File: config.mk
export PLATFORM = sky130hd
export DESIGN_NAME = geib_top
export DESIGN_NICKNAME = d
export VERILOG_FILES = /design/src/geib_pkg.sv /design/src/geib_edge_sync.sv /design/src/geib_top.sv
export SDC_FILE = /design/constraint.sdc
export NUM_CORES = 1
export LEC_CHECK = 0
export BUFFER_PORTS_ARGS = -buffer_cell sky130_fd_sc_hd__buf_2
export CAP_MARGIN = 20
export CORE_ASPECT_RATIO = 1.5
export CORE_UTILIZATION = 61
export CTS_CLUSTER_DIAMETER = 60
export CTS_CLUSTER_SIZE = 8
export DETAILED_ROUTE_END_ITERATION = 12
export GPL_TIMING_DRIVEN = 0
export PLACE_DENSITY = 0.79
export SLEW_MARGIN = 15
export SYNTH_ARGS = -nofsm -noshare
export SYNTH_HDL_FRONTEND = slang
export SYNTH_SLANG_ARGS = --single-unit
File: constraint.sdc
create_clock -name clk_sys -period 3.32 [get_ports clk_sys]
set_input_delay 0.498 -clock clk_sys [delete_from_list [all_inputs] [get_ports clk_sys]]
set_output_delay 0.498 -clock clk_sys [all_outputs]
set_load 0.01 [all_outputs]
File: src/geib_pkg.sv
/*
 * Constants and state types shared by the pin/interrupt block.
 * Assumes a single clk_sys domain; serial link pins are sampled in it.
 */
`default_nettype none

package geib_pkg;

	// ----------------------------------------------------------------
	// widths
	// ----------------------------------------------------------------
	localparam int PIN_W = 10;
	localparam int SRC_W = 16;
	localparam int ADDR_W = 4;
	localparam int LINK_W = 3;

	// ----------------------------------------------------------------
	// register addresses (serial frame address field)
	// ----------------------------------------------------------------
	localparam logic [3:0] ADDR_PIN_VALUE = 4'h0;
	localparam logic [3:0] ADDR_PIN_DIRECTION = 4'h1;
	localparam logic [3:0] ADDR_RISE_ENABLE = 4'h2;
	localparam logic [3:0] ADDR_FALL_ENABLE = 4'h3;
	localparam logic [3:0] ADDR_IRQ_STATUS = 4'h4;

	// ----------------------------------------------------------------
	// field positions
	// ----------------------------------------------------------------
	localparam int SIB_ZERO_BIT = 15;
	localparam int SRC_ADC_READY = 11;
	localparam int SRC_TSPX_LOW = 12;
	localparam int SRC_TSMX_LOW = 13;
	localparam int SRC_TEL_CLIP = 14;
	localparam int SRC_AUD_CLIP = 15;
	// bit 10 is reserved in all source registers
	localparam logic [15:0] SRC_MASK = 16'hfbff;

	// link sampler lanes
	localparam int LINK_CLK = 0;
	localparam int LINK_SYNC = 1;
	localparam int LINK_DIN = 2;

	// ----------------------------------------------------------------
	// serial frame bit positions
	// ----------------------------------------------------------------
	localparam logic [6:0] BIT_ADDR_FIRST = 7'h11;
	localparam logic [6:0] BIT_ADDR_LAST = 7'h14;
	localparam logic [6:0] BIT_WRITE = 7'h15;
	localparam logic [6:0] BIT_RDATA_FIRST = 7'h30;
	localparam logic [6:0] BIT_RDATA_LAST = 7'h3f;
	localparam logic [6:0] BIT_SECOND_WORD = 7'h40;
	localparam logic [6:0] BIT_FRAME_LAST = 7'h7f;
	localparam logic [6:0] BIT_AFTER_FIRST = 7'h01;

	// ----------------------------------------------------------------
	// reset values
	// ----------------------------------------------------------------
	localparam logic [9:0] RST_PIN_VALUE = 10'h000;
	localparam logic [9:0] RST_PIN_DIR = 10'h000;
	localparam logic [15:0] RST_ENABLE = 16'h0000;
	localparam logic [15:0] RST_STATUS = 16'h0000;

	// ----------------------------------------------------------------
	// state types
	// ----------------------------------------------------------------
	typedef struct packed {
		logic [9:0] pin_value;
		logic [9:0] pin_dir;
		logic sib_zero;
		logic [15:0] rise_en;
		logic [15:0] fall_en;
		logic [15:0] status;
		logic [15:0] clr_last;
		logic in_frame;
		logic [6:0] bit_cnt;
		logic [3:0] addr;
		logic wr_req;
		logic [15:0] wdata;
		logic [15:0] rdata;
		logic [4:0][15:0] snap;
		logic sdo;
		logic sdo_oe;
		logic irq;
	} geib_state_t;

	localparam geib_state_t GEIB_RST_STATE = '0;

endpackage

`default_nettype wire

File: src/geib_edge_sync.sv
/*
 * Two-flop synchroniser with edge detection, one lane per input bit.
 * Assumes inputs are asynchronous to clk_sys; rise/fall are one-cycle
 * pulses derived only from the second and third flops.
 */
`timescale 1ns/1ps
`default_nettype none

module geib_edge_sync #(
	parameter int W = 1
) (
	input wire logic clk_sys,
	input wire logic sys_rst,
	input wire logic clk_en,
	input wire logic [W-1:0] async_in,
	output logic [W-1:0] level,
	output logic [W-1:0] rise,
	output logic [W-1:0] fall
);

	typedef struct packed {
		logic [W-1:0] meta;
		logic [W-1:0] sync;
		logic [W-1:0] prev;
	} geib_sync_t;

	geib_sync_t s;
	geib_sync_t next_s;

	always_comb begin
		next_s = s;
		next_s.meta = async_in;
		next_s.sync = s.meta;
		next_s.prev = s.sync;
	end

	always_ff @(posedge clk_sys) begin
		if (sys_rst) begin
			s <= '0;
		end else if (clk_en) begin
			s <= next_s;
		end
	end

	assign level = s.sync;
	assign rise = s.sync & ~s.prev;
	assign fall = ~s.sync & s.prev;

endmodule

`default_nettype wire

File: src/geib_top.sv
/*
 * General-purpose pins, edge interrupt unit and serial register access.
 * Assumes sibclk, sibsync, sibdin and all event sources are asynchronous
 * and are oversampled by clk_sys (40 MHz); the pad wire for sibdout and
 * the gpio pins is resolved outside from the enables.
 */
`timescale 1ns/1ps
`default_nettype none

// Overview of operation
// RULE1: each of the ten pins is an output when its direction bit is 1, else an input.
// RULE2: an output pin drives the last value written to its pin data bit.
// RULE3: reading the pin data register returns the live pin levels.
// RULE4: edges on the pins, both clips, converter-ready and both touch lows can be flagged.
// RULE5: rising enables sit at 9:0 pins, 11 ready, 12 and 13 touch, 14 telecom, 15 audio.
// RULE6: falling enables use the same positions in their own register, both may be on.
// RULE7: reading the status register returns the latched status of every source.
// RULE8: writing a 0-to-1 transition on a status bit clears that source's status.
// RULE9: the interrupt output is the OR of all latched status bits.
// RULE10: edge detection and latching run without the serial clock.
// RULE11: sib_zero high drives sibdout low in the second word, else it floats there.
// RULE12: a status bit sets only on an enabled edge and stays set until cleared.
// RULE13: a register write with the write bit set lands during frame bit 64.
// RULE14: read data are taken from a snapshot made as the frame starts.

module geib_top
	import geib_pkg::*;
(
	input wire logic clk_sys,
	input wire logic sys_rst,
	input wire logic clk_en,
	input wire logic sibclk,
	input wire logic sibsync,
	input wire logic sibdin,
	output logic sibdout,
	output logic sibdout_oe,
	input wire logic [9:0] gpio_in,
	output logic [9:0] gpio_out,
	output logic [9:0] gpio_oe,
	input wire logic adc_ready,
	input wire logic tspx_low,
	input wire logic tsmx_low,
	input wire logic tel_clip,
	input wire logic aud_clip,
	output logic irq_out
);

	// ----------------------------------------------------------------
	// input sampling
	// ----------------------------------------------------------------
	logic [15:0] src_raw;
	logic [15:0] src_level;
	logic [15:0] src_rise;
	logic [15:0] src_fall;
	logic [2:0] link_raw;
	logic [2:0] link_level;
	logic [2:0] link_rise;
	logic [2:0] link_fall;

	// bit 10 has no source; tied low so it can never flag
	assign src_raw = {aud_clip, tel_clip, tsmx_low, tspx_low, adc_ready,
		1'b0, gpio_in};
	assign link_raw = {sibdin, sibsync, sibclk};

	// clk_sys keeps running in power-down, so events latch with sibclk off
	geib_edge_sync #(
		.W(SRC_W)
	) u_src_sync ( // see RULE10
		.clk_sys(clk_sys),
		.sys_rst(sys_rst),
		.clk_en(clk_en),
		.async_in(src_raw),
		.level(src_level),
		.rise(src_rise),
		.fall(src_fall)
	);

	geib_edge_sync #(
		.W(LINK_W)
	) u_link_sync (
		.clk_sys(clk_sys),
		.sys_rst(sys_rst),
		.clk_en(clk_en),
		.async_in(link_raw),
		.level(link_level),
		.rise(link_rise),
		.fall(link_fall)
	);

	logic sclk_rise;
	logic sclk_fall;
	logic sync_lvl;
	logic din_lvl;

	assign sclk_rise = link_rise[LINK_CLK];
	assign sclk_fall = link_fall[LINK_CLK];
	assign sync_lvl = link_level[LINK_SYNC];
	assign din_lvl = link_level[LINK_DIN];

	// ----------------------------------------------------------------
	// state
	// ----------------------------------------------------------------
	geib_state_t s;
	geib_state_t next_s;

	// ----------------------------------------------------------------
	// edge qualification and frame field decode
	// ----------------------------------------------------------------
	logic [15:0] src_hit;
	logic in_addr;
	logic in_rdata;
	logic in_second;
	logic at_write_bit;
	logic at_last_bit;

	// reserved bit 10 is masked per lane, so a stray enable cannot flag
	for (genvar gi = 0; gi < SRC_W; gi++) begin : g_src
		assign src_hit[gi] = SRC_MASK[gi]
			& ((src_rise[gi] & s.rise_en[gi])
			| (src_fall[gi] & s.fall_en[gi])); // see RULE12
	end

	assign in_addr = s.bit_cnt >= BIT_ADDR_FIRST
		&& s.bit_cnt <= BIT_ADDR_LAST;
	assign in_rdata = s.bit_cnt >= BIT_RDATA_FIRST
		&& s.bit_cnt <= BIT_RDATA_LAST;
	assign in_second = s.bit_cnt >= BIT_SECOND_WORD;
	assign at_write_bit = s.bit_cnt == BIT_RDATA_LAST;
	assign at_last_bit = s.bit_cnt == BIT_FRAME_LAST;

	// ----------------------------------------------------------------
	// read view of the registers
	// ----------------------------------------------------------------
	logic [4:0][15:0] reg_view;

	always_comb begin
		reg_view[ADDR_PIN_VALUE] = {6'h00, src_level[9:0]}; // see RULE3
		reg_view[ADDR_PIN_DIRECTION] = {s.sib_zero, 5'h00, s.pin_dir};
		reg_view[ADDR_RISE_ENABLE] = s.rise_en;
		reg_view[ADDR_FALL_ENABLE] = s.fall_en;
		reg_view[ADDR_IRQ_STATUS] = s.status; // see RULE7
	end

	function automatic logic [15:0] read_mux(
		input logic [3:0] a,
		input logic [4:0][15:0] v
	);
		logic [15:0] r;
		r = 16'h0000;
		case (a)
			ADDR_PIN_VALUE: r = v[ADDR_PIN_VALUE];
			ADDR_PIN_DIRECTION: r = v[ADDR_PIN_DIRECTION];
			ADDR_RISE_ENABLE: r = v[ADDR_RISE_ENABLE];
			ADDR_FALL_ENABLE: r = v[ADDR_FALL_ENABLE];
			ADDR_IRQ_STATUS: r = v[ADDR_IRQ_STATUS];
			// registers held elsewhere in the device read as zero here
			default: r = 16'h0000;
		endcase
		return r;
	endfunction

	// ----------------------------------------------------------------
	// next-state logic
	// ----------------------------------------------------------------
	logic [15:0] set_bits;
	logic [15:0] clear_bits;
	logic [15:0] wword;
	logic do_write;
	logic [3:0] rd_idx;

	always_comb begin
		next_s = s;
		set_bits = src_hit; // see RULE4 see RULE5 see RULE6 see RULE12
		clear_bits = 16'h0000;
		wword = {s.wdata[14:0], din_lvl};
		do_write = 1'b0;
		rd_idx = 4'(BIT_RDATA_LAST - s.bit_cnt);

		// frame capture on falling sibclk
		if (sclk_fall) begin
			if (sync_lvl) begin
				next_s.in_frame = 1'b1;
				next_s.bit_cnt = BIT_AFTER_FIRST;
				next_s.snap = reg_view; // see RULE14
				next_s.addr = 4'h0;
				next_s.wr_req = 1'b0;
				next_s.wdata = 16'h0000;
			end else if (s.in_frame) begin
				if (in_addr) begin
					// first address bit is the MSB
					next_s.addr = {s.addr[2:0], din_lvl};
				end
				if (s.bit_cnt == BIT_WRITE) begin
					next_s.wr_req = din_lvl;
					next_s.rdata = read_mux(s.addr, s.snap); // see RULE14
				end
				if (in_rdata) begin
					next_s.wdata = wword;
				end
				if (at_write_bit && s.wr_req) begin
					do_write = 1'b1; // see RULE13
				end
				if (at_last_bit) begin
					next_s.in_frame = 1'b0;
				end else begin
					next_s.bit_cnt = 7'(s.bit_cnt + BIT_AFTER_FIRST);
				end
			end
		end

		// register write, applied as bit 64 begins
		if (do_write) begin
			case (s.addr)
				ADDR_PIN_VALUE: begin
					next_s.pin_value = wword[9:0]; // see RULE2
				end
				ADDR_PIN_DIRECTION: begin
					next_s.pin_dir = wword[9:0]; // see RULE1
					next_s.sib_zero = wword[SIB_ZERO_BIT];
				end
				ADDR_RISE_ENABLE: begin
					next_s.rise_en = wword & SRC_MASK; // see RULE5
				end
				ADDR_FALL_ENABLE: begin
					next_s.fall_en = wword & SRC_MASK; // see RULE6
				end
				ADDR_IRQ_STATUS: begin
					// only a fresh 0-to-1 against the last written word clears
					clear_bits = wword & ~s.clr_last & SRC_MASK; // see RULE8
					next_s.clr_last = wword & SRC_MASK;
				end
				default: begin
				end
			endcase
		end

		// an edge in the clearing cycle still sets the bit
		next_s.status = (s.status & ~clear_bits) | set_bits; // see RULE12
		next_s.irq = |next_s.status; // see RULE9

		// serial output
		if (!s.in_frame) begin
			next_s.sdo = 1'b0;
			next_s.sdo_oe = 1'b1;
		end else if (in_second) begin
			next_s.sdo = 1'b0;
			next_s.sdo_oe = s.sib_zero; // see RULE11
		end else if (in_addr) begin
			// address echo follows sibdin with the sampler's delay
			next_s.sdo = din_lvl;
			next_s.sdo_oe = 1'b1;
		end else if (sclk_rise) begin
			next_s.sdo_oe = 1'b1;
			if (s.bit_cnt >= BIT_RDATA_FIRST) begin
				next_s.sdo = s.rdata[rd_idx];
			end else begin
				// codec fields and flags are not produced by this block
				next_s.sdo = 1'b0;
			end
		end else begin
			next_s.sdo_oe = 1'b1;
		end
	end

	// ----------------------------------------------------------------
	// state register
	// ----------------------------------------------------------------
	always_ff @(posedge clk_sys) begin
		if (sys_rst) begin
			s <= GEIB_RST_STATE;
		end else if (clk_en) begin
			s <= next_s;
		end
	end

	// ----------------------------------------------------------------
	// outputs
	// ----------------------------------------------------------------
	assign gpio_out = s.pin_value; // see RULE2
	assign gpio_oe = s.pin_dir; // see RULE1
	assign sibdout = s.sdo;
	assign sibdout_oe = s.sdo_oe;
	assign irq_out = s.irq;

endmodule

`default_nettype wire

Word level (Yosys, flattened, before mapping) --
Index checks and enable logic that the tools add are counted.
Storage, ports and cells: bits in read-only memories 0, memories kept 0, output and inout port bits 23, latch bits 0, register bits 248, word-level logic and storage cells 147, memory bits (writable) 0, bits of input ports 21
Operators by class: div/mod/pow operators 0, $lt $le $gt $ge 6, multiplexer cells 22, $mul 0, bitwise gates (word level) 59, shift operators 0, reduce and logical (&&, ||, !) cells 22, equality and inequality tests 9, add/subtract/negate cells 2
Operator list (count):
- $pmux W16 S5 | 1
- $and A16 B16 Y16 | 4
- $mux W16 | 4
- $not A16 Y16 | 4
- $mux W45 | 1
- $and A1 B1 Y1 | 32
- $mux W29 | 1
- $reduce_and A3 Y1 | 6
- $or A16 B16 Y16 | 1
- $reduce_and A4 Y1 | 4
- $reduce_or A16 Y1 | 1
- $or A1 B1 Y1 | 15
- $mux W1 | 9
- $eq A4 B2 Y1 const B | 2
- $reduce_bool A2 Y1 | 4
- $add A7 B1 Y7 const B | 1
- $eq A7 B5 Y1 const B | 1
- $eq A7 B6 Y1 const B | 1
- $eq A7 B7 Y1 const B | 1
- $ge A7 B5 Y1 const B | 1
- $ge A7 B6 Y1 const B | 1
- $ge A7 B7 Y1 const B | 1
- $le A7 B5 Y1 const B | 1
- $le A7 B6 Y1 const B | 1
- 15 further kinds | 22

Longest topological paths before layout --
Gate-level depths: netlist of run 1.
depth after elaboration 11, depth in mapped cells 9, depth with buffers taken out 8

Cells and area by module --
A second synthesis of run 1 with hierarchy kept.
Unflattened totals: cells, all modules 1258, area total of the unflattened synthesis 10566.4 sq um
By module, submodules not included:
- geib_top | times used 1, area an instance 8135.3 sq um, cells an instance 1017
- geib_edge_sync (u_src_sync) | times used 1, area an instance 2048.2 sq um, cells an instance 203
- geib_edge_sync (u_link_sync) | times used 1, area an instance 382.9 sq um, cells an instance 38

Least setup slack after synthesis of run 1 --
No wires, ideal clock.
kind register to register, start point register s[119] in the netlist's numbering, end point register s (netlist bit irq_out), cell stages (with the launch flop) 9, arrival 2204 ps, library setup time 134 ps, path slack 982 ps, path through dfxtp_1 -> buf_6 -> or4b_4 -> or4_4 -> buf_6 -> o21ai_2 -> o211ai_2 -> a2111oi_2 -> a31oi_1
Between the ends: cells in the longest elaborated chain, start to end 7
RTL lines:
- start: declaration | RTL line geib_top.sv:103 | geib_state_t s;
- start signal: assignment | RTL line geib_top.sv:272 | s <= next_s;
- $eq A4 B3 Y1 | RTL line geib_top.sv:213 | case (s.addr)
- $mux W16 | RTL line geib_top.sv:213
- $mux W16 | RTL line geib_top.sv:212 | if (do_write) begin
- $not A16 Y16 | RTL line geib_top.sv:238 | next_s.status = (s.status & ~clear_bits) | set_bits;
- $and A16 B16 Y16 | RTL line geib_top.sv:238
- $or A16 B16 Y16 | RTL line geib_top.sv:238
- $reduce_or A16 Y1 | RTL line geib_top.sv:239 | next_s.irq = |next_s.status;
No other way between the ends. A chain may end at the register's enable or synchronous reset.

Worst setup path after layout of run 1 --
start point register s[127] in the netlist's numbering, end point register s (netlist bit reg_view[44])
Between the ends: cells in the longest elaborated chain, start to end 4
RTL lines:
- $mux W1 | RTL line geib_top.sv:188 | end else if (s.in_frame) begin
- $mux W1 | RTL line geib_top.sv:181 | if (sync_lvl) begin
- $mux W1 | RTL line geib_top.sv:180 | if (sclk_fall) begin
- $reduce_and A3 Y1 (no source line)
No other way between the ends.

==> results.tsv, run 1 <==
metric	value	unit
path_common_cell	clkbuf_1	
r2r_cells	9	
tritoncts	done	
skew	19.7	ps
vias	9153	
rsz0062_at_grt	false	
power_density	558	nW/um^2
antenna_cells	0	
core_region_area	15800	sq um
synth_top_family_by_area	simple AND/OR/NAND/NOR gates	
grt_pass1_wl	46300	microns
tns	0	ps
synthArstFlopShare	0	%
path_max_fanout	10	
seqCellArea	4900	sq um
finalMaxSlewViolations	0	
io_buffers	42	
clock-root-buffer	clkbuf_16	
drcViolationCount	0	
avgSynthCellArea	8.18	sq um
status	finished clean	
synth_top_area_share	49.2	%
cts_made_buffers	36	
synth_edf_count	0	
utilization	72.1	%
worstSetupStartpointType	flop	
fmax	329	MHz
fin_cells	1506	
yosysMostFrequentCell	nand2_1	
grtUsageTotal	36.0	%
synth_xor_area_share	0.352	%
cts_buffer_depth	3	
path_delay_family	simple AND/OR/NAND/NOR gates	
cp.required	3670	ps
maxSlewHeadroom	39.9	%
max_stage_delay	550	ps
crit_chain	nor2b_1 > clkbuf_1 > nor4b_2 > and2_1 > clkbuf_1 > nand2_1 > clkbuf_1 > nand2_1 > a21oi_1	
antenna_found_initial	0	
grt_max_degree	11	
crit_arrival	3380	ps
drt_iter0_drc	973	
cp.depth	9	
endpoint	reg_view[44]$_SDFFE_PP0P_	
final-hold-violation-count	0	
synth_seq_cells	245	
ant_nets	0	
dieArea	16900	sq um
ys.flop_type	dfxtp_1	
core.rowCount	56	
ioPinCount	44	
synth_mux_area_share	6.20	%
wl_per_cell	19.7	microns
hp-class	input port to flop	
via_per_inst	6.08	
fin_hold_ws	235	ps
dpl_worst_slack	194	ps
initial_core_util	62.9	%
fin_crit_sh	91.5	%
yosys-top-cells-area	dfxtp_1, nand2_1, a21oi_1	
vdd_ir_drop_max	0.000450	V
yosys_warnings	0	
synth_commonest_cells	nand2_1, dfxtp_1, a21oi_1	
synth_compound_area_share	15.4	%
endpoint_kind	flop	
syn-num-nets	1242	
synth.cell_area	9970	sq um
nets	1324	
dp_hpwl	21200	microns
yosysSeqAreaShare	49.2	%
grt-ovfl-total	0	
hold_depth	3	
critPathKind	flop to flop	
wl	29700	microns
cts.reportedPaths.clkPinSlew	50	ps
gp_congestion	0.992	
p_leak	4.14	nW
synth_top_area_cell	dfxtp_1	
multi_input_area	4520	sq um
setup_viol	0	
crit_start	s[127]$_SDFFE_PP0P_	
h-tree-depth	2	
final_layout_size_suffix_gt1_share	9.67	%
fp.dieW	106	microns
post-cts-setup-buffer-count	0	
period_minus_slack	3040	ps
r2r_end	reg_view[44]$_SDFFE_PP0P_	
yosys.cell_types.count	49	
postLayoutSetupSlackWorst	284	ps
cts_sinks	245	
postSynthCellCount	1219	
area_growth	14.5	%
n_fill_cell	1310	
worst-path-buf-inv	3	
slowest_stage	nor4b_2	
cts_hold_buf	0	
drt-pass1-iter-count	6	
yosys.area_share.simple	23.0	%
dieHeight	159	microns
grt_pass1_vias	8813	
clk_latency	500	ps
reg2reg_slack	280	ps
worstReg2RegStart	s[127]$_SDFFE_PP0P_	
synthAdderAreaFrac	0.251	%
place_inst	1466	
drv_cap	0	
worstMarginPinSlew	894	ps
registers in the layout (all words and copies together), names as in the netlist:
| signal | count |
|---|---|
| u_src_sync.next_s | 15 |
| s | 124 |
| gpio_oe | 10 |
| reg_view | 46 |
| irq_out | 1 |
| u_link_sync.level | 3 |
| u_src_sync.level | 15 |
| sibdout_oe | 1 |
| u_link_sync.next_s | 3 |
| sibdout | 1 |
| u_link_sync.s | 1 |
| u_src_sync.s | 15 |
| gpio_out | 10 |
per-stage QoR:
| stage | instance area (sq um) | total power [mW] |
|---|---|---|
| finish | 11400 | 6.36 |
| global route | 11400 | 6.51 |
| CTS | 11400 | 6.37 |
| detailed placement | 10500 | 3.25 |
| global placement | 10400 | 3.24 |
| floorplan | 9970 | 3.17 |
worst reg2reg max path, stage by stage (launching register included):
cell	delay (ps)
dfxtp_1	430
nor2b_1	160
clkbuf_1	350
nor4b_2	550
and2_1	210
clkbuf_1	270
nand2_1	270
clkbuf_1	380
nand2_1	190
a21oi_1	80
report_power, final:
group | leakage (nW) | internal, mW | total [mW] | switching [mW]
Sequential | 1.98 | 2.98 | 3.01 | 0.0270
Combinational | 1.69 | 0.0617 | 0.188 | 0.127
Clock | 0.469 | 1.95 | 3.17 | 1.21
Total | 4.14 | 4.99 | 6.36 | 1.37
worst min-delay path by stage:
stage	startpoint	to	slack, ps
global route	adc_ready	u_src_sync.next_s[27]$_SDFFE_PP0P_	240
global placement	s[143]$_SDFFE_PP0P_	s[143]$_SDFFE_PP0P_	430
floorplan	s[131]$_SDFFE_PP0P_	s[131]$_SDFFE_PP0P_	430
finish	sibclk	u_link_sync.next_s[3]$_SDFFE_PP0P_	230
detailed placement	s[135]$_SDFFE_PP0P_	s[135]$_SDFFE_PP0P_	440
CTS	gpio_in[8]	u_src_sync.next_s[24]$_SDFFE_PP0P_	230
metal layers:
metal	GRT usage [%]	vias up	wire, microns	part of all wire [%]
met5	0	-	0	0
met4	22.0	0	1750	5.9
met3	5.44	110	2210	7.4
met2	63.5	432	14600	49
met1	40.9	4330	11100	37
li1	-	4281	-	-
kinds of logic (layout without fill, tap and decap cells):
group	after synthesis	count (layout)
AND/OR/NAND/NOR	526	526
buffers and inverters	120	204
multiplexers	58	58
adder cells (fa/ha/maj)	2	2
AO/OA/AOI/OAI	264	264
XOR/XNOR	4	4
flip-flops	245	245
layout by cell type (no fill, tap or decap), types with 2 or more instances in the layout:
cell type and instances:
nand2_1 327, dfxtp_1 245, a21oi_1 170, nor2_1 95, clkbuf_1 77, mux2i_1 55, buf_2 48, clkbuf_16 37
o21ai_0 29, a22oi_1 24, nand3b_1 23, buf_4 23, and3_1 15, nand2b_1 14, a222oi_1 14, nand3_1 12
nor3_1 8, inv_1 8, a211oi_1 6, nor4_1 6, buf_1 5, xnor2_1 4, o31ai_1 4, mux4_2 3
nor2b_1 3, a31oi_1 3, nand4_1 3, and2_1 3, buf_6 3, nor4b_2 3, o21a_1 3, nand4b_1 3
nor4b_1 2, a2111oi_0 2, or4_1 2, o22ai_1 2, ha_1 2, inv_6 2
area by class of cell:
class / instances / share of cell area, %
multi-input cells: 854 / 39.6
well taps: 203 / 2.23
plain buffers: 112 / 4.66
flip-flops and latches: 245 / 43.0
clock inverters: 3 / 0.197
clock buffers: 37 / 8.11
inverters: 8 / 0.263
repair buffers: 44 / 1.95
repair_timing:
item | in CTS | in global routing
resized for setup | 0 | 1
endpoints found under the hold margin | 0 | 0
endpoints found under the setup margin | 0 | 20
No activity file was read; power rests on OpenSTA's default activity.
==> inputs of run 2 (changes only) <==
CORE_UTILIZATION = 35   (was 61)
PLACE_DENSITY = default   (was 0.79)
==> run 2 against run 1 <==
  * Hold slack got worse by 8.1 ps
  * Clock power about the same
  * Sequential power barely moved
==> results.tsv, run 2 (synthesis gave the netlist of run 1 again) <==
metric	value	unit	change
final-hold-violation-count	0		unchanged
fp.dieW	140	microns	+31%
cts.reportedPaths.clkPinSlew	50	ps	about the same
utilization	41.4	%	-31 points
wl_per_cell	19.1	microns	-3.2%
tritoncts	done		
drv_cap	0		unchanged
drcViolationCount	0		unchanged
p_comb_share	3.0	%	about the same
cts_buffer_depth	3		unchanged
grtUsageTotal	22.0	%	-14 points
cts_made_buffers	36		unchanged
h-tree-depth	2		unchanged
crit_chain	nor2b_1 > clkbuf_1 > nor4b_2 > and2_1 > clkbuf_1 > nand2_1 > clkbuf_1 > nand2_1 > a21oi_1		
wl	31500	microns	+5.9%
layout_commonest_cell	nand2_1		
worst-path-buf-inv	3		unchanged
r2r_end	reg_view[46]$_SDFFE_PP0P_		
max_stage_delay	580	ps	+30 ps
endpoint	reg_view[46]$_SDFFE_PP0P_		
seqCellArea	4900	sq um	unchanged
worstReg2RegStart	s[127]$_SDFFE_PP0P_		
dieArea	29200	sq um	+73%
grt_max_degree	11		unchanged
clock-root-buffer	clkbuf_16		
top_layer	met4		
dp_hpwl	23500	microns	+11%
core.rowCount	75		+34%
grt-ovfl-total	0		unchanged
p_seq_share	47.1	%	-0.2 points
antenna_found_initial	0		unchanged
largest_reg_flops	124		unchanged
final_layout_size_suffix_gt1_share	9.45	%	-0.22 points
power.switching	1.37	mW	about the same
vdd_ir_drop_max	0.000334	V	-26%
dr_wl_met3	1470	microns	-33%
clk_latency	510	ps	about the same
r2r_cells	9		unchanged
via_per_inst	5.36		-12%
reg2reg_slack	280	ps	about the same
hold_depth	3		unchanged
tns	0	ps	unchanged
cp.depth	9		unchanged
n_fill_cell	2872		+120%
setup_viol	0		unchanged
finalMaxSlewViolations	0		unchanged
worstMarginPinSlew	967	ps	+73.3 ps
area_growth	16.2	%	
io_buffers	42		unchanged
rsz0062_at_grt	false		
ioPinCount	44		unchanged
path_delay_family	simple AND/OR/NAND/NOR gates		
p_leak	4.13	nW	-0.24%
postLayoutSetupSlackWorst	275	ps	-8.44 ps
post-cts-setup-buffer-count	0		unchanged
slowest_stage	nor4b_2		
final_cell_mix	nand2_1, dfxtp_1, a21oi_1		
dieHeight	209	microns	+32%
p_int	5.01	mW	+0.30%
crit_arrival	3400	ps	+20 ps
skew	11.2	ps	-8.47 ps
swShare	21.4	%	-0.062 points
worstSetupStartpointType	flop		
clock_power_share	49.9	%	about the same
cts_resized	0		unchanged
crit_start	s[127]$_SDFFE_PP0P_		
path_max_fanout	10		unchanged
grt_pass1_wl	49300	microns	+6.5%
hp-class	input port to flop		
gp_congestion	0.926		-6.6%
drt-pass1-iter-count	7		+1
met1Wirelength	11900	microns	+6.7%
power_density	551	nW/um^2	-1.2%
vias	8824		-3.6%
fin_crit_sh	91.7	%	+0.25 points
cts_sinks	245		unchanged
multi_input_area	4520	sq um	unchanged
ant_nets	0		unchanged
period_minus_slack	3040	ps	+8.44 ps
grt_pass1_vias	8653		-1.8%
path_common_cell	clkbuf_1		
endpoint_kind	flop		
nets	1323		-0.076%
cts_hold_buf	0		unchanged
initial_core_util	35.6	%	-27 points
dr_wl_met2	16000	microns	+9.7%
drt_iter0_drc	509		-48%
fmax	328	MHz	-0.28%
dpl_worst_slack	60.5	ps	-133 ps
maxSlewHeadroom	35.5	%	-4.3 points
critPathKind	flop to flop		
cp.required	3670	ps	about the same
top_register	s		
status	finished clean		
antenna_cells	0		unchanged
core_region_area	28000	sq um	+77%
-- run 2: area by class of cell --
class	count	share of cell area, %
timing repair buffer	43	1.86
buffer	112	4.59
inverter	8	0.259
sequential	245	42.4
tap	346	3.74
multi-input combinational	854	39.0
clock buffer	39	8.15
-- run 2: worst min-delay path by stage --
stage                                    from                            endpoint  slack [ps]
final                                  sibclk  u_link_sync.next_s[3]$_SDFFE_PP0P_         230
after global routing               gpio_in[4]  u_src_sync.next_s[20]$_SDFFE_PP0P_         220
after CTS                              sibclk  u_link_sync.next_s[3]$_SDFFE_PP0P_         220
after detailed placement  s[133]$_SDFFE_PP0P_                 s[133]$_SDFFE_PP0P_         440
after global placement    s[143]$_SDFFE_PP0P_                 s[143]$_SDFFE_PP0P_         430
after floorplan           s[131]$_SDFFE_PP0P_                 s[131]$_SDFFE_PP0P_         430
-- run 2: per-layer routing --
layer  up-vias  GRT usage, %
met1      4187          23.6
met5         -             0
met2       262          40.2
li1       4274             -
met4         0          13.9
met3       101          3.41
-- run 2: power groups by stage --
| stage | clock, mW | combinational [mW] | sequential (mW) |
|---|---|---|---|
| 2_1_floorplan | 0 | 0.119 | 3.05 |
| 3_3_place_gp | 0 | 0.188 | 3.06 |
| 3_5_place_dp | 0 | 0.190 | 3.06 |
| 4_1_cts | 3.23 | 0.191 | 3.00 |
| 6_report | 3.18 | 0.189 | 3.01 |
| 5_1_grt | 3.36 | 0.206 | 3.00 |
-- run 2: stage by stage --
step | hold slack [ps] | cells | instance area [sq um] | total power, mW
after detailed placement | 441 | 1608 | 10600 | 3.25
after global placement | 434 | 1607 | 10600 | 3.25
final | 227 | 1647 | 11600 | 6.37
after floorplan | 427 | 1219 | 9970 | 3.17
after CTS | 220 | 1647 | 11600 | 6.42
after global routing | 223 | 1647 | 11600 | 6.57
-- run 2: worst min-delay path: cells and delay by family --
kind	cells	cell delay, ps
simple gates	1	70
buf+inv	1	70
mux	1	50
==> inputs of run 3 (changes only) <==
clock period = 2.6 ns   (was 3.32 ns; I/O delays follow)
==> run 3 against run 2 <==
  * Total power is 28% higher
  * Worst setup slack worse by 210 ps
  * Critical endpoint is now irq_out$_SDFFE_PP0P_
  * Largest cell class unchanged
  * Sequential share of layout area is 0.25 points lower
  * Core utilization is 0.25 points higher
==> results.tsv, run 3 (synthesis gave the netlist of run 1 again) <==
metric	value	unit	change
utilization	41.6	%	+0.25 points
crit_arrival	2900	ps	-500 ps
ant_nets	0		unchanged
cp.required	2970	ps	-700 ps
clk_latency	500	ps	about the same
placed_cell_area	10600	sq um	unchanged
drt-pass1-iter-count	5		-2
power.switching	1.74	mW	+27%
layout_commonest_cell	nand2_1		
grt_max_degree	11		unchanged
gp_congestion	0.926		unchanged
endpoint_kind	flop		
final_cell_mix	nand2_1, dfxtp_1, a21oi_1		
grt_pass1_vias	8716		+0.73%
cts_buffer_depth	3		unchanged
final_layout_size_suffix_gt1_share	10.6	%	+1.2 points
r2r_end	irq_out$_SDFFE_PP0P_		
dp_hpwl	23500	microns	unchanged
n_fill_cell	2861		-0.38%
hold_path.startpoint	sibclk		
ioPinCount	44		unchanged
setup_viol	0		unchanged
fp.dieW	140	microns	unchanged
cts_made_buffers	36		unchanged
swShare	21.3	%	-0.078 points
wl_per_cell	19.3	microns	+0.84%
drv_cap	0		unchanged
top_register	s		
dieHeight	209	microns	unchanged
final-hold-violation-count	0		unchanged
vdd_ir_drop_max	0.000425	V	+27%
hp-class	input port to flop		
power_density	698	nW/um^2	+27%
clock_power_share	49.8	%	about the same
cts_hold_buf	0		unchanged
area_growth	16.8	%	
initial_core_util	35.6	%	unchanged
tritoncts	done		
clock-root-buffer	clkbuf_16		
grt_pass1_wl	49400	microns	+0.18%
wl	31700	microns	+0.72%
period_minus_slack	2530	ps	-513 ps
dieArea	29200	sq um	unchanged
largest_reg_flops	124		unchanged
maxSlewHeadroom	35.4	%	-0.13 points
p_leak	4.18	nW	+1.2%
drt_iter0_drc	542		+6.5%
cts.reportedPaths.clkPinSlew	50	ps	about the same
p_comb_share	3.0	%	about the same
status	finished clean		
skew	9.94	ps	-1.27 ps
fin_crit_sh	97.4	%	+5.6 points
nets	1321		-0.15%
hold_depth	3		unchanged
fmax	395	MHz	+20%
final_area	11600	sq um	+0.59%
reg2reg_slack	70	ps	-210 ps
path_max_fanout	10		unchanged
p_seq_share	47.2	%	about the same
p_int	6.40	mW	+28%
vias	8836		+0.14%
drcViolationCount	0		unchanged
grt-ovfl-total	0		unchanged
grtUsageTotal	22.1	%	+0.054 points
via_per_inst	5.37		+0.26%
worstMarginPinSlew	969	ps	+1.97 ps
worstReg2RegStart	s[116]$_SDFFE_PP0P_		
multi_input_area	4580	sq um	+1.3%
cts_sinks	245		unchanged
h-tree-depth	2		unchanged
antenna_found_initial	0		unchanged
worstSetupStartpointType	flop		
seqCellArea	4900	sq um	unchanged
rsz0062_at_grt	false		
antenna_cells	0		unchanged
finalMaxSlewViolations	0		unchanged
core.rowCount	75		unchanged
core_region_area	28000	sq um	unchanged
min_to	u_link_sync.next_s[3]$_SDFFE_PP0P_		
io_buffers	42		unchanged
r2r_cells	7		-2
critPathKind	flop to flop		
-- run 3: cell types whose count changed in the layout (fill, tap and decap cells not counted), sizes merged --
cell	previous run	this run
buf	78	81
clkbuf	116	111
-- run 3: worst max-delay path by stage --
| stage | start | to | slack [ps] | depth (start not counted) |
|---|---|---|---|---|
| 2_1_floorplan | s[119]$_SDFFE_PP0P_ | irq_out$_SDFFE_PP0P_ | 260 | 8 |
| 3_3_place_gp | s[127]$_SDFFE_PP0P_ | reg_view[45]$_SDFFE_PP0P_ | -640 | 9 |
| 3_5_place_dp | s[127]$_SDFFE_PP0P_ | reg_view[46]$_SDFFE_PP0P_ | -660 | 9 |
| 4_1_cts | s[120]$_SDFFE_PP0P_ | irq_out$_SDFFE_PP0P_ | -20 | 8 |
| 5_1_grt | s[116]$_SDFFE_PP0P_ | reg_view[75]$_SDFFE_PP0P_ | 7 | 8 |
| 6_report | s[116]$_SDFFE_PP0P_ | irq_out$_SDFFE_PP0P_ | 70 | 7 |
-- run 3: power groups by stage --
stage	Combinational, mW	Clock, mW	Sequential, mW
after floorplan	0.152	0	3.90
after global placement	0.240	0	3.91
after detailed placement	0.243	0	3.91
after CTS	0.245	4.12	3.84
after global routing	0.265	4.29	3.84
final	0.245	4.05	3.84
-- run 3: area by class of cell --
cell class	instances	area share (%)
Inverter	8	0.258
Sequential cell	245	42.1
Tap cell	346	3.72
Clock buffer	39	8.10
Timing Repair Buffer	45	1.98
Buffer	108	4.53
Multi-Input combinational cell	854	39.3
-- run 3: metrics by stage --
step	total power [mW]	TNS [ps]	worst slack (ps)	hold slack (ps)	instances
2_1_floorplan	4.05	0	262	427	1219
3_3_place_gp	4.15	-33710	-640	434	1607
3_5_place_dp	4.15	-28390	-660	441	1608
4_1_cts	8.21	-49.3	-19.3	112	1648
5_1_grt	8.40	0	6.97	115	1645
6_report	8.13	0	68.7	119	1645
-- run 3: worst max-delay path, stage by stage (launching register included) --
cell	delay, ps
dfxtp_1	290
buf_2	160
or4b_4	530
or4_4	490
buf_6	160
clkbuf_2	200
a2111oi_4	410
a31oi_1	140
-- run 3: what timing repair did --
item	CTS	global route
buffers inserted	2	0
hold endpoints to repair	0	0
endpoints found under the setup margin	78	66
resized for setup	7	21
pin swaps	2	2
-- run 3: metal layers --
layer | wire [microns] | vias to the layer above | track usage (%)
met5 | 0 | - | 0
met4 | 2120 | 0 | 13.8
li1 | - | 4273 | -
met2 | 16100 | 249 | 40.4
met3 | 1460 | 100 | 3.37
met1 | 12000 | 4214 | 23.6
